<file path="config.mk">
export PLATFORM = sky130hd
export DESIGN_NAME = emb_bus_ctrl
export DESIGN_NICKNAME = d
export VERILOG_FILES = /design/src/inc/emb_pkg.sv /design/src/verilog/emb_bus_ctrl.sv
export VERILOG_INCLUDE_DIRS = /design/src /design/src/inc
export SDC_FILE = /design/constraint.sdc
export NUM_CORES = 1
export LEC_CHECK = 0
export BUFFER_PORTS_ARGS = -buffer_cell sky130_fd_sc_hd__buf_4
export CORE_ASPECT_RATIO = 1.2
export CORE_UTILIZATION = 45
export DETAILED_ROUTE_END_ITERATION = 6
export PLACE_DENSITY = 0.74
export SLEW_MARGIN = 20
export SYNTH_ARGS = -nofsm -noshare
export SYNTH_HDL_FRONTEND = slang
export SYNTH_SLANG_ARGS = --single-unit
</file>
<file path="constraint.sdc">
create_clock -name ref_clk -period 5.8 [get_ports ref_clk]
set_input_delay 0.58 -clock ref_clk [delete_from_list [all_inputs] [get_ports ref_clk]]
set_output_delay 0.58 -clock ref_clk [all_outputs]
set_load 0.05 [all_outputs]
</file>
<file path="src/inc/emb_params.svh">
// Constants for the external program memory bus pin controller.
// Assumes inclusion by the design file only.
`ifndef EMB_PARAMS_SVH
`define EMB_PARAMS_SVH
// Register byte addresses on the control bus
`define EMB_ADDR_CTRL    4'h0
`define EMB_ADDR_STATUS  4'h4
`define EMB_ADDR_HOLD    4'h8
// Control register fields
`define EMB_DIS_BIT      7
`define EMB_WAIT_HI      5
`define EMB_WAIT_LO      4
`define EMB_WM_HI        1
`define EMB_WM_LO        0
`define EMB_CTRL_RST     8'h00
`define EMB_CTRL_MASK    8'hb3
// Write mode codes
`define EMB_WM_BYTEWR    2'h0
`define EMB_WM_BYTESEL   2'h1
// Last phase of the four-phase instruction cycle
`define EMB_QCOUNT       2'h3
// AXI responses
`define EMB_RESP_OKAY    2'h0
`define EMB_RESP_SLVERR  2'h2
`endif

</file>
<file path="src/inc/emb_pkg.sv">
// Types for the external program memory bus pin controller.
// Assumes emb_params.svh holds the numeric constants.
package emb_pkg;
  // Program memory mode strap
  typedef enum logic { EMB_MODE_ONCHIP, EMB_MODE_EXTENDED } emb_mode_type;
  // Address width strap
  typedef enum logic [1:0] { EMB_AW_12, EMB_AW_16, EMB_AW_20 } emb_aw_type;
  // Core request toward the bus
  typedef struct packed {
    logic        fetch;     // External fetch this cycle
    logic        tblRead;   // External table read
    logic        tblWrite;  // External table write
    logic [19:0] addr;      // Table pointer or program counter
    logic [7:0]  tableLatch;
  } emb_req_type;
  // Bus pins toward the memory
  typedef struct packed {
    logic [15:0] adOut;
    logic [15:0] adOe;
    logic [3:0]  aHigh;
    logic        aHighOe;
    logic        chipSel_n;
    logic        readStb_n;
    logic        wrStbHigh_n;
    logic        wrStbLow_n;
    logic        upperByteSel_n;
    logic        lowerByteSel_n;
    logic        addrLatch;
    logic        byteAddrLsb;
  } emb_pins_type;
endpackage : emb_pkg

</file>
<file path="src/verilog/emb_bus_ctrl.sv">
// External program memory bus pin controller with AXI4-Lite registers.
// Assumes the core issues one external access per instruction cycle.
//
// Function
// On-chip mode: bus idle, ports, control locked
// Extended external access gives pins to bus
// Internal-only: disable bit picks bus or port
// External access overrides disable bit
// Disable set externally waits for internal branch
// Idle bus: tristate data, strobes high
// Only configured address width pins are taken
// Bus beats every other peripheral on pins
// 16-bit reads: latch pulse then read strobe
// Chip select low on access, high asleep
// Byte write: latch both halves, LSb strobe
// Word write even: hold byte, no strobe
// Word write odd: latch high, held low
// Word write: high strobe, both selects
// Byte select: both halves, LSb selects byte
// Memory wires byte address or selects
// Byte/word write memories ignore byte address
// 8-bit width is multiplexed on low bits
// 8-bit fetch reads two bytes per cycle
// 8-bit memory uses byte address line
// 8-bit table write: both halves, LSb address
// Write mode field decodes three configurations
// Disable bit is bit 7, resets to 0
// Wait field adds three-minus-code cycles
// Sleep freezes pins, selects held high
// Holding latch kept until odd write
// Ownership changes on cycle boundaries
`timescale 1ns/100ps
`include "emb_params.svh"
module emb_bus_ctrl
(
  // Clock and reset
  input  wire logic                  ref_clk,
  input  wire logic                  reset,
  input  wire logic                  clkEn,
  // Straps and power state
  input  wire emb_pkg::emb_mode_type memMode,
  input  wire emb_pkg::emb_aw_type   addrWidth,
  input  wire logic                  dataWidth16,
  input  wire logic                  sleepIdle,
  // Core side
  input  wire emb_pkg::emb_req_type  coreReq,
  input  wire logic                  execInternal,
  output logic                       coreStall,
  output logic [15:0]                fetchData,
  output logic                       fetchValid,
  // Memory side
  input  wire logic [15:0]           adIn,
  output emb_pkg::emb_pins_type      busPins,
  output logic                       busOwnsPins,
  // AXI4-Lite slave
  input  wire logic [3:0]            s_axi_awaddr,
  input  wire logic                  s_axi_awvalid,
  output logic                       s_axi_awready,
  input  wire logic [31:0]           s_axi_wdata,
  input  wire logic [3:0]            s_axi_wstrb,
  input  wire logic                  s_axi_wvalid,
  output logic                       s_axi_wready,
  output logic [1:0]                 s_axi_bresp,
  output logic                       s_axi_bvalid,
  input  wire logic                  s_axi_bready,
  input  wire logic [3:0]            s_axi_araddr,
  input  wire logic                  s_axi_arvalid,
  output logic                       s_axi_arready,
  output logic [31:0]                s_axi_rdata,
  output logic [1:0]                 s_axi_rresp,
  output logic                       s_axi_rvalid,
  input  wire logic                  s_axi_rready
);

  logic [7:0]  bus_control_reg_ff;
  logic [7:0]  holdLatch_ff;
  logic        ownBus_ff;
  logic        disPend_ff;
  logic [1:0]  phase_ff;
  logic [3:0]  waitCnt_ff;
  logic [3:0]  awAddr_ff;
  logic [31:0] wData_ff;
  logic [3:0]  wStrb_ff;
  logic        awHave_ff;
  logic        wHave_ff;
  emb_pkg::emb_pins_type pins_ff;
  emb_pkg::emb_pins_type nxt_pins;
  logic        ext;
  logic        extMode;
  logic        ext_bus_disable_bit;
  logic [1:0]  write_mode_select;
  logic [1:0]  waitCode;
  logic        boundary;
  logic        nxt_own;
  logic        ptrLsb;

  // Extra table wait cycles for a wait code
  function automatic logic [1:0] waitCycles(input logic [1:0] code);
    waitCycles = 2'h3 - code;
  endfunction : waitCycles

  // Mask of address/data lines tied to the configured width
  function automatic logic [15:0] adMask(input emb_pkg::emb_aw_type aw);
    adMask = (aw == emb_pkg::EMB_AW_12) ? 16'h0fff : 16'hffff;
  endfunction : adMask

  assign extMode             = (memMode == emb_pkg::EMB_MODE_EXTENDED);
  assign ext_bus_disable_bit = bus_control_reg_ff[`EMB_DIS_BIT];
  assign write_mode_select   = bus_control_reg_ff[`EMB_WM_HI:`EMB_WM_LO];
  assign waitCode            = bus_control_reg_ff[`EMB_WAIT_HI:`EMB_WAIT_LO];
  assign ext      = extMode & ~sleepIdle & (coreReq.fetch | coreReq.tblRead | coreReq.tblWrite);
  assign boundary = (phase_ff == `EMB_QCOUNT) & (waitCnt_ff == 4'h0);
  assign ptrLsb   = coreReq.addr[0];

  // Ownership next value: external access wins, disable only when internal
  always_comb
  begin
    if (!extMode)
      nxt_own = 1'b0;
    else if (ext)
      nxt_own = 1'b1;
    else if (ext_bus_disable_bit && (disPend_ff || !execInternal))
      nxt_own = ownBus_ff;
    else
      nxt_own = ~ext_bus_disable_bit;
  end

  // Pin ownership moves only at instruction cycle ends
  always_ff @(posedge ref_clk or posedge reset)
  begin
    if (reset)
      ownBus_ff <= 1'b0;
    else if (clkEn && boundary && !sleepIdle)
      ownBus_ff <= nxt_own;
  end

  // Disable set from external code waits until internal execution
  always_ff @(posedge ref_clk or posedge reset)
  begin
    if (reset)
      disPend_ff <= 1'b0;
    else if (clkEn)
    begin
      if (!extMode || !ext_bus_disable_bit || execInternal)
        disPend_ff <= 1'b0;
      else if (!execInternal && ownBus_ff && boundary)
        disPend_ff <= 1'b1;
    end
  end

  // Four-phase instruction cycle; table waits stretch the last phase
  always_ff @(posedge ref_clk or posedge reset)
  begin
    if (reset)
    begin
      phase_ff   <= 2'h0;
      waitCnt_ff <= 4'h0;
    end
    else if (clkEn && !sleepIdle)
    begin
      if (phase_ff == `EMB_QCOUNT && waitCnt_ff != 4'h0)
        waitCnt_ff <= waitCnt_ff - 4'h1;
      else
      begin
        phase_ff <= phase_ff + 2'h1;
        if (phase_ff == 2'h2 && (coreReq.tblRead || coreReq.tblWrite) && ext)
          waitCnt_ff <= {waitCycles(waitCode), 2'b00};  // four clocks per wait
      end
    end
  end

  // Core stalls through wait states and the active cycle
  assign coreStall = ext & ~boundary;

  // Word write holding latch, kept until an odd write uses it
  always_ff @(posedge ref_clk or posedge reset)
  begin
    if (reset)
      holdLatch_ff <= 8'h00;
    else if (clkEn && ext && coreReq.tblWrite && dataWidth16 && write_mode_select[1]
             && !ptrLsb && phase_ff == 2'h0)
      holdLatch_ff <= coreReq.tableLatch;
  end

  // Pin pattern for the current phase
  always_comb
  begin
    nxt_pins                = pins_ff;
    if (!sleepIdle)
    begin
      nxt_pins.adOe           = 16'h0000;
      nxt_pins.aHighOe        = 1'b0;
      nxt_pins.chipSel_n      = 1'b1;
      nxt_pins.readStb_n      = 1'b1;
      nxt_pins.wrStbHigh_n    = 1'b1;
      nxt_pins.wrStbLow_n     = 1'b1;
      nxt_pins.upperByteSel_n = 1'b1;
      nxt_pins.lowerByteSel_n = 1'b1;
      nxt_pins.addrLatch      = 1'b0;
      nxt_pins.byteAddrLsb    = 1'b0;
      nxt_pins.aHigh          = coreReq.addr[19:16];
      if (ext)
      begin
        nxt_pins.adOe      = adMask(addrWidth);
        nxt_pins.aHighOe   = (addrWidth == emb_pkg::EMB_AW_20);
        nxt_pins.chipSel_n = 1'b0;
        unique case (phase_ff)
          2'h0:
          begin
            nxt_pins.adOut     = coreReq.addr[16:1];
            nxt_pins.addrLatch = 1'b1;
            if (!dataWidth16)
              nxt_pins.adOut = coreReq.addr[15:0];
          end
          2'h1:
          begin
            nxt_pins.adOut = coreReq.addr[16:1];
          end
          default:
          begin
            if (coreReq.tblWrite)
            begin
              nxt_pins.adOut       = {coreReq.tableLatch, coreReq.tableLatch};
              nxt_pins.byteAddrLsb = ptrLsb;
              if (!dataWidth16)
                nxt_pins.wrStbHigh_n = 1'b0;
              else if (write_mode_select[1])
              begin
                nxt_pins.upperByteSel_n = 1'b0;
                nxt_pins.lowerByteSel_n = 1'b0;
                if (ptrLsb)
                begin
                  nxt_pins.adOut       = {coreReq.tableLatch, holdLatch_ff};
                  nxt_pins.wrStbHigh_n = 1'b0;
                end
                else
                  nxt_pins.adOe = 16'h0000;
              end
              else if (write_mode_select == `EMB_WM_BYTESEL)
              begin
                nxt_pins.wrStbHigh_n    = 1'b0;
                nxt_pins.upperByteSel_n = ~ptrLsb;
                nxt_pins.lowerByteSel_n = ptrLsb;
              end
              else
              begin
                nxt_pins.wrStbHigh_n = ~ptrLsb;
                nxt_pins.wrStbLow_n  = ptrLsb;
              end
            end
            else
            begin
              nxt_pins.adOe      = 16'h0000;
              nxt_pins.readStb_n = 1'b0;
              nxt_pins.upperByteSel_n = 1'b0;
              nxt_pins.lowerByteSel_n = 1'b0;
              if (!dataWidth16)
                nxt_pins.byteAddrLsb = (phase_ff == `EMB_QCOUNT);
            end
          end
        endcase
      end
    end
    else
    begin
      nxt_pins.chipSel_n      = 1'b1;
      nxt_pins.upperByteSel_n = 1'b1;
      nxt_pins.lowerByteSel_n = 1'b1;
    end
  end

  // Registered pins; sleep keeps the rest frozen
  always_ff @(posedge ref_clk or posedge reset)
  begin
    if (reset)
    begin
      pins_ff                <= '0;
      pins_ff.chipSel_n      <= 1'b1;
      pins_ff.readStb_n      <= 1'b1;
      pins_ff.wrStbHigh_n    <= 1'b1;
      pins_ff.wrStbLow_n     <= 1'b1;
      pins_ff.upperByteSel_n <= 1'b1;
      pins_ff.lowerByteSel_n <= 1'b1;
    end
    else if (clkEn)
      pins_ff <= nxt_pins;
  end

  assign busPins     = pins_ff;
  assign busOwnsPins = ownBus_ff | ext;

  // Read data capture: 16-bit word at once, or two 8-bit halves
  always_ff @(posedge ref_clk or posedge reset)
  begin
    if (reset)
    begin
      fetchData  <= 16'h0000;
      fetchValid <= 1'b0;
    end
    else if (clkEn)
    begin
      fetchValid <= 1'b0;
      if (!pins_ff.readStb_n)
      begin
        if (dataWidth16)
          fetchData <= adIn;
        else if (pins_ff.byteAddrLsb)
          fetchData[15:8] <= adIn[7:0];
        else
          fetchData[7:0] <= adIn[7:0];
        fetchValid <= dataWidth16 ? boundary : (pins_ff.byteAddrLsb && phase_ff == 2'h0);
      end
    end
  end

  // AXI write channels taken in either order
  always_ff @(posedge ref_clk or posedge reset)
  begin
    if (reset)
    begin
      awHave_ff <= 1'b0;
      wHave_ff  <= 1'b0;
      awAddr_ff <= 4'h0;
      wData_ff  <= 32'h0;
      wStrb_ff  <= 4'h0;
    end
    else if (clkEn)
    begin
      if (s_axi_awvalid && s_axi_awready)
      begin
        awHave_ff <= 1'b1;
        awAddr_ff <= s_axi_awaddr;
      end
      if (s_axi_wvalid && s_axi_wready)
      begin
        wHave_ff <= 1'b1;
        wData_ff <= s_axi_wdata;
        wStrb_ff <= s_axi_wstrb;
      end
      if (s_axi_bvalid && s_axi_bready)
      begin
        awHave_ff <= 1'b0;
        wHave_ff  <= 1'b0;
      end
    end
  end

  assign s_axi_awready = ~awHave_ff;
  assign s_axi_wready  = ~wHave_ff;
  assign s_axi_bvalid  = awHave_ff & wHave_ff;
  assign s_axi_bresp   = (awAddr_ff == `EMB_ADDR_CTRL) ? `EMB_RESP_OKAY : `EMB_RESP_SLVERR;

  // Control register; locked in on-chip mode
  always_ff @(posedge ref_clk or posedge reset)
  begin
    if (reset)
      bus_control_reg_ff <= `EMB_CTRL_RST;
    else if (clkEn && s_axi_bvalid && s_axi_bready && awAddr_ff == `EMB_ADDR_CTRL
             && wStrb_ff[0] && extMode)
      bus_control_reg_ff <= wData_ff[7:0] & `EMB_CTRL_MASK;
  end

  // AXI read: one cycle after the address is taken
  always_ff @(posedge ref_clk or posedge reset)
  begin
    if (reset)
    begin
      s_axi_rvalid <= 1'b0;
      s_axi_rdata  <= 32'h0;
      s_axi_rresp  <= 2'h0;
    end
    else if (clkEn)
    begin
      if (s_axi_arvalid && s_axi_arready)
      begin
        s_axi_rvalid <= 1'b1;
        s_axi_rresp  <= `EMB_RESP_OKAY;
        unique case (s_axi_araddr)
          `EMB_ADDR_CTRL:   s_axi_rdata <= {24'h0, bus_control_reg_ff};
          `EMB_ADDR_STATUS: s_axi_rdata <= {28'h0, disPend_ff, ownBus_ff, phase_ff};
          `EMB_ADDR_HOLD:   s_axi_rdata <= {24'h0, holdLatch_ff};
          default:
          begin
            s_axi_rdata <= 32'h0;
            s_axi_rresp <= `EMB_RESP_SLVERR;
          end
        endcase
      end
      else if (s_axi_rready)
        s_axi_rvalid <= 1'b0;
    end
  end

  assign s_axi_arready = ~s_axi_rvalid;

endmodule : emb_bus_ctrl
</file>
==> metrics <==
Syn Area/Cell=10.2 um2; root buffer cell=clkbuf_16; cell count after synthesis=473; Relative slew margins=0.388; CTS Hold Buffers Added=0; Post-route DRC=0; CP peak stage delay=660 ps; grt ovf=0; Max Clock Freq=416 MHz; WP data arrival=2630 ps; vias post-DR=4000; ys async rst share=1.00; met3 WL=896 um; post-place setup slack=3430 ps; vias per cell=5.44; adder-cell share of the synthesized area=0.0129; Reg2Reg Setup Slack=3400 ps; total negative slack=0 ps; combinational share of power=0.487; outcome=completed; initial antenna violation count=0; endpoints failing setup=0; Min-Delay Startpoint=coreReq[27]; largest family of logic cells by synthesized area=multiplexers; Simple-Gate Fraction of Synth Area=0.138; VDD IR max=0.325 mV; Iteration-0 DRC Markers=298; wire length on met2=6.03 mm; H-tree depth=3; Synthesis Warnings=0; Worst R2R Start=phase_ff[0]; Sw Pwr=1.42 mW; multiplexer area fraction after synthesis=0.140; top routing layer in use=met4; Primary FF master, synth=dfrtp_1; final hold viol count=0; Synth Cell Area=0.00483 mm2; DRT Pass-1 Iters=5; die area=0.0112 mm2; Cell Pwr Density=507 mW/mm2; share of cells above drive strength 1=0.404; area delta synth->final=27.3%; Initial Utilization=0.462; vias in the first global route=3744; number of I/O pins=210; Reg clk slew, reported paths=70 ps; most frequent cells in the layout=buf_4 (154), dfrtp_1 (85), nand2_1 (55); cts repair resizes=0; Routed WL per cell=16.3 um; Max-Cap Viols=0; Worst Reg2Reg Path Length in Cells=5; Slew @ Worst Pin=917 ps; Critical-path top delay cell=ha_1; leakage=2.97 nW; worst flop-to-flop path endpoint=holdLatch_ff[6]; CP Class=flop to flop; part of the cycle the worst path needs=0.414; fin worst setup slack=3400 ps; Detail Route Antenna Nets=0; gr usage total=0.217; Clock Latency Late Sink=340 ps; largest net degree at the start of global routing=92; fraction of the yosys area taken by sequential cells=0.473; Hold EP=busPins[12]; compound-gate portion of the synthesized area=0.134; postcts setup bufs=0; first-pass GRT wire length=18.1 mm; Int Power=1.70 mW; total CTS buffers=9; post-layout min period=2400 ps; Req. time, crit path=6020 ps; commonest non-fill, non-tap cell in the layout=buf_4; routability congestion estimate=0.849; Worst setup SP type=flop; Worst Hold Depth=3; Hold WC Path Type=input port to flop; total wire length=12.0 mm; critical path peak fanout=18; FP Rows=41; CP most frequent cell=inv_1; Die X=96.6 um; number of flops mapped to enable cells by yosys=0; post-synth cell types=54; PortBufs=153; type of destination of the critical path=flop; XOR/XNOR share of the synthesized area=0.00363; CTS tree=done; Sequential Power Share=0.318; clock share of power=0.195; CTS sink cnt=91; max-slew violation count=0; Core Region=0.0105 mm2; n_diodes=0; clk buf depth=2; worst path cell trace=inv_1, ha_1, inv_1, nor3_4, mux2_2; clk_skew=7.86 ps; height of the die=116 um; RSZ-0062 raised after global routing=no; switching share of power=0.454; nets=711; routed length on met1=4.75 mm; register bit total from synthesis=91; dpl hpwl=8.86 mm
==> cell type report <==
class                      count  area (um2)
fill                         877        4310
sequential                    91        2280
multi-input combinational    329        2170
timing repair buffer         155        1170
clock buffer                  11         253
tap                          129         161
clock inverter                 5        60.1
inverter                      15        57.6
==> registers in the layout (all words and copies together) (netlist names), 4 cells and up <==
name	count
awAddr_ff	4
busPins	31
bus_control_reg_ff	5
fetchData	16
holdLatch_ff	8
s_axi_rdata	8
wData_ff	5
waitCnt_ff	4
==> synthesized netlist by cell type, types with 8 or more instances <==
| cell type | number | area, um2 |
|---|---|---|
| dfrtp_1 | 85 | 2130 |
| nand2_1 | 55 | 206 |
| nor2_1 | 45 | 169 |
| buf_4 | 41 | 308 |
| mux2_2 | 40 | 450 |
| a21oi_1 | 29 | 145 |
| inv_1 | 15 | 56.3 |
| mux2i_1 | 15 | 150 |
| o21ai_0 | 13 | 65.1 |
| buf_2 | 12 | 60.1 |
| a221oi_1 | 9 | 78.8 |
| clkbuf_1 | 9 | 33.8 |
| a31o_2 | 8 | 70.1 |
==> worst max-delay path, delay by kind of cell (launching register included) <==
kind,cells,cell delay (ps)
buffers and inverters,2,360
and+or+nand+nor,1,450
DFF,1,420
adders and majority gates,1,660
muxes,1,390
==> logic make-up after synthesis <==
logic type | Yosys count
DFF | 91
muxes | 60
adders and majority gates | 5
AOI/OAI and AO/OA | 94
buffers and inverters | 78
and+or+nand+nor | 142
other | 1
xor gates and xnor gates | 2
==> power groups by stage <==
stage	clock network [mW]	logic [mW]	registers (mW)
final	0.607	1.52	0.994
after global routing	0.636	1.61	1.02
after CTS	0.613	1.52	0.993
after detailed placement	0	1.52	1.00
after global placement	0	1.50	0.991
after floorplan	0	0.682	1.43
==> metal layers <==
metal / GRT usage / vias up
li1: - / 1844
met1: 0.260 / 1944
met2: 0.367 / 190
met3: 0.0440 / 22
met4: 0.108 / 0
met5: 0 / -
==> how the worst max path moves through the flow <==
stage                     slack, ps  cells after the start   startpoint               to
final                          3400                      5  phase_ff[0]  holdLatch_ff[6]
after global routing           3270                      5  phase_ff[0]  holdLatch_ff[4]
after CTS                      3410                      5  phase_ff[0]  holdLatch_ff[6]
after detailed placement       3430                      5  coreReq[28]        coreStall
after global placement         3460                      5  coreReq[28]      busOwnsPins
after floorplan                2870                      1        reset     awAddr_ff[0]
==> stage by stage <==
step           power (mW)   util  cell area, um2  std cells  hold slack, ps
6_report             3.12  0.588            6150        735             426
2_1_floorplan        2.11      -            4930        498             446
5_1_grt              3.26  0.588            6150        735             434
4_1_cts              3.13  0.588            6150        735             423
3_3_place_gp         2.49  0.558            5840        719             465
3_5_place_dp         2.52  0.558            5840        719             468
Power figures use the tool's default switching activity.
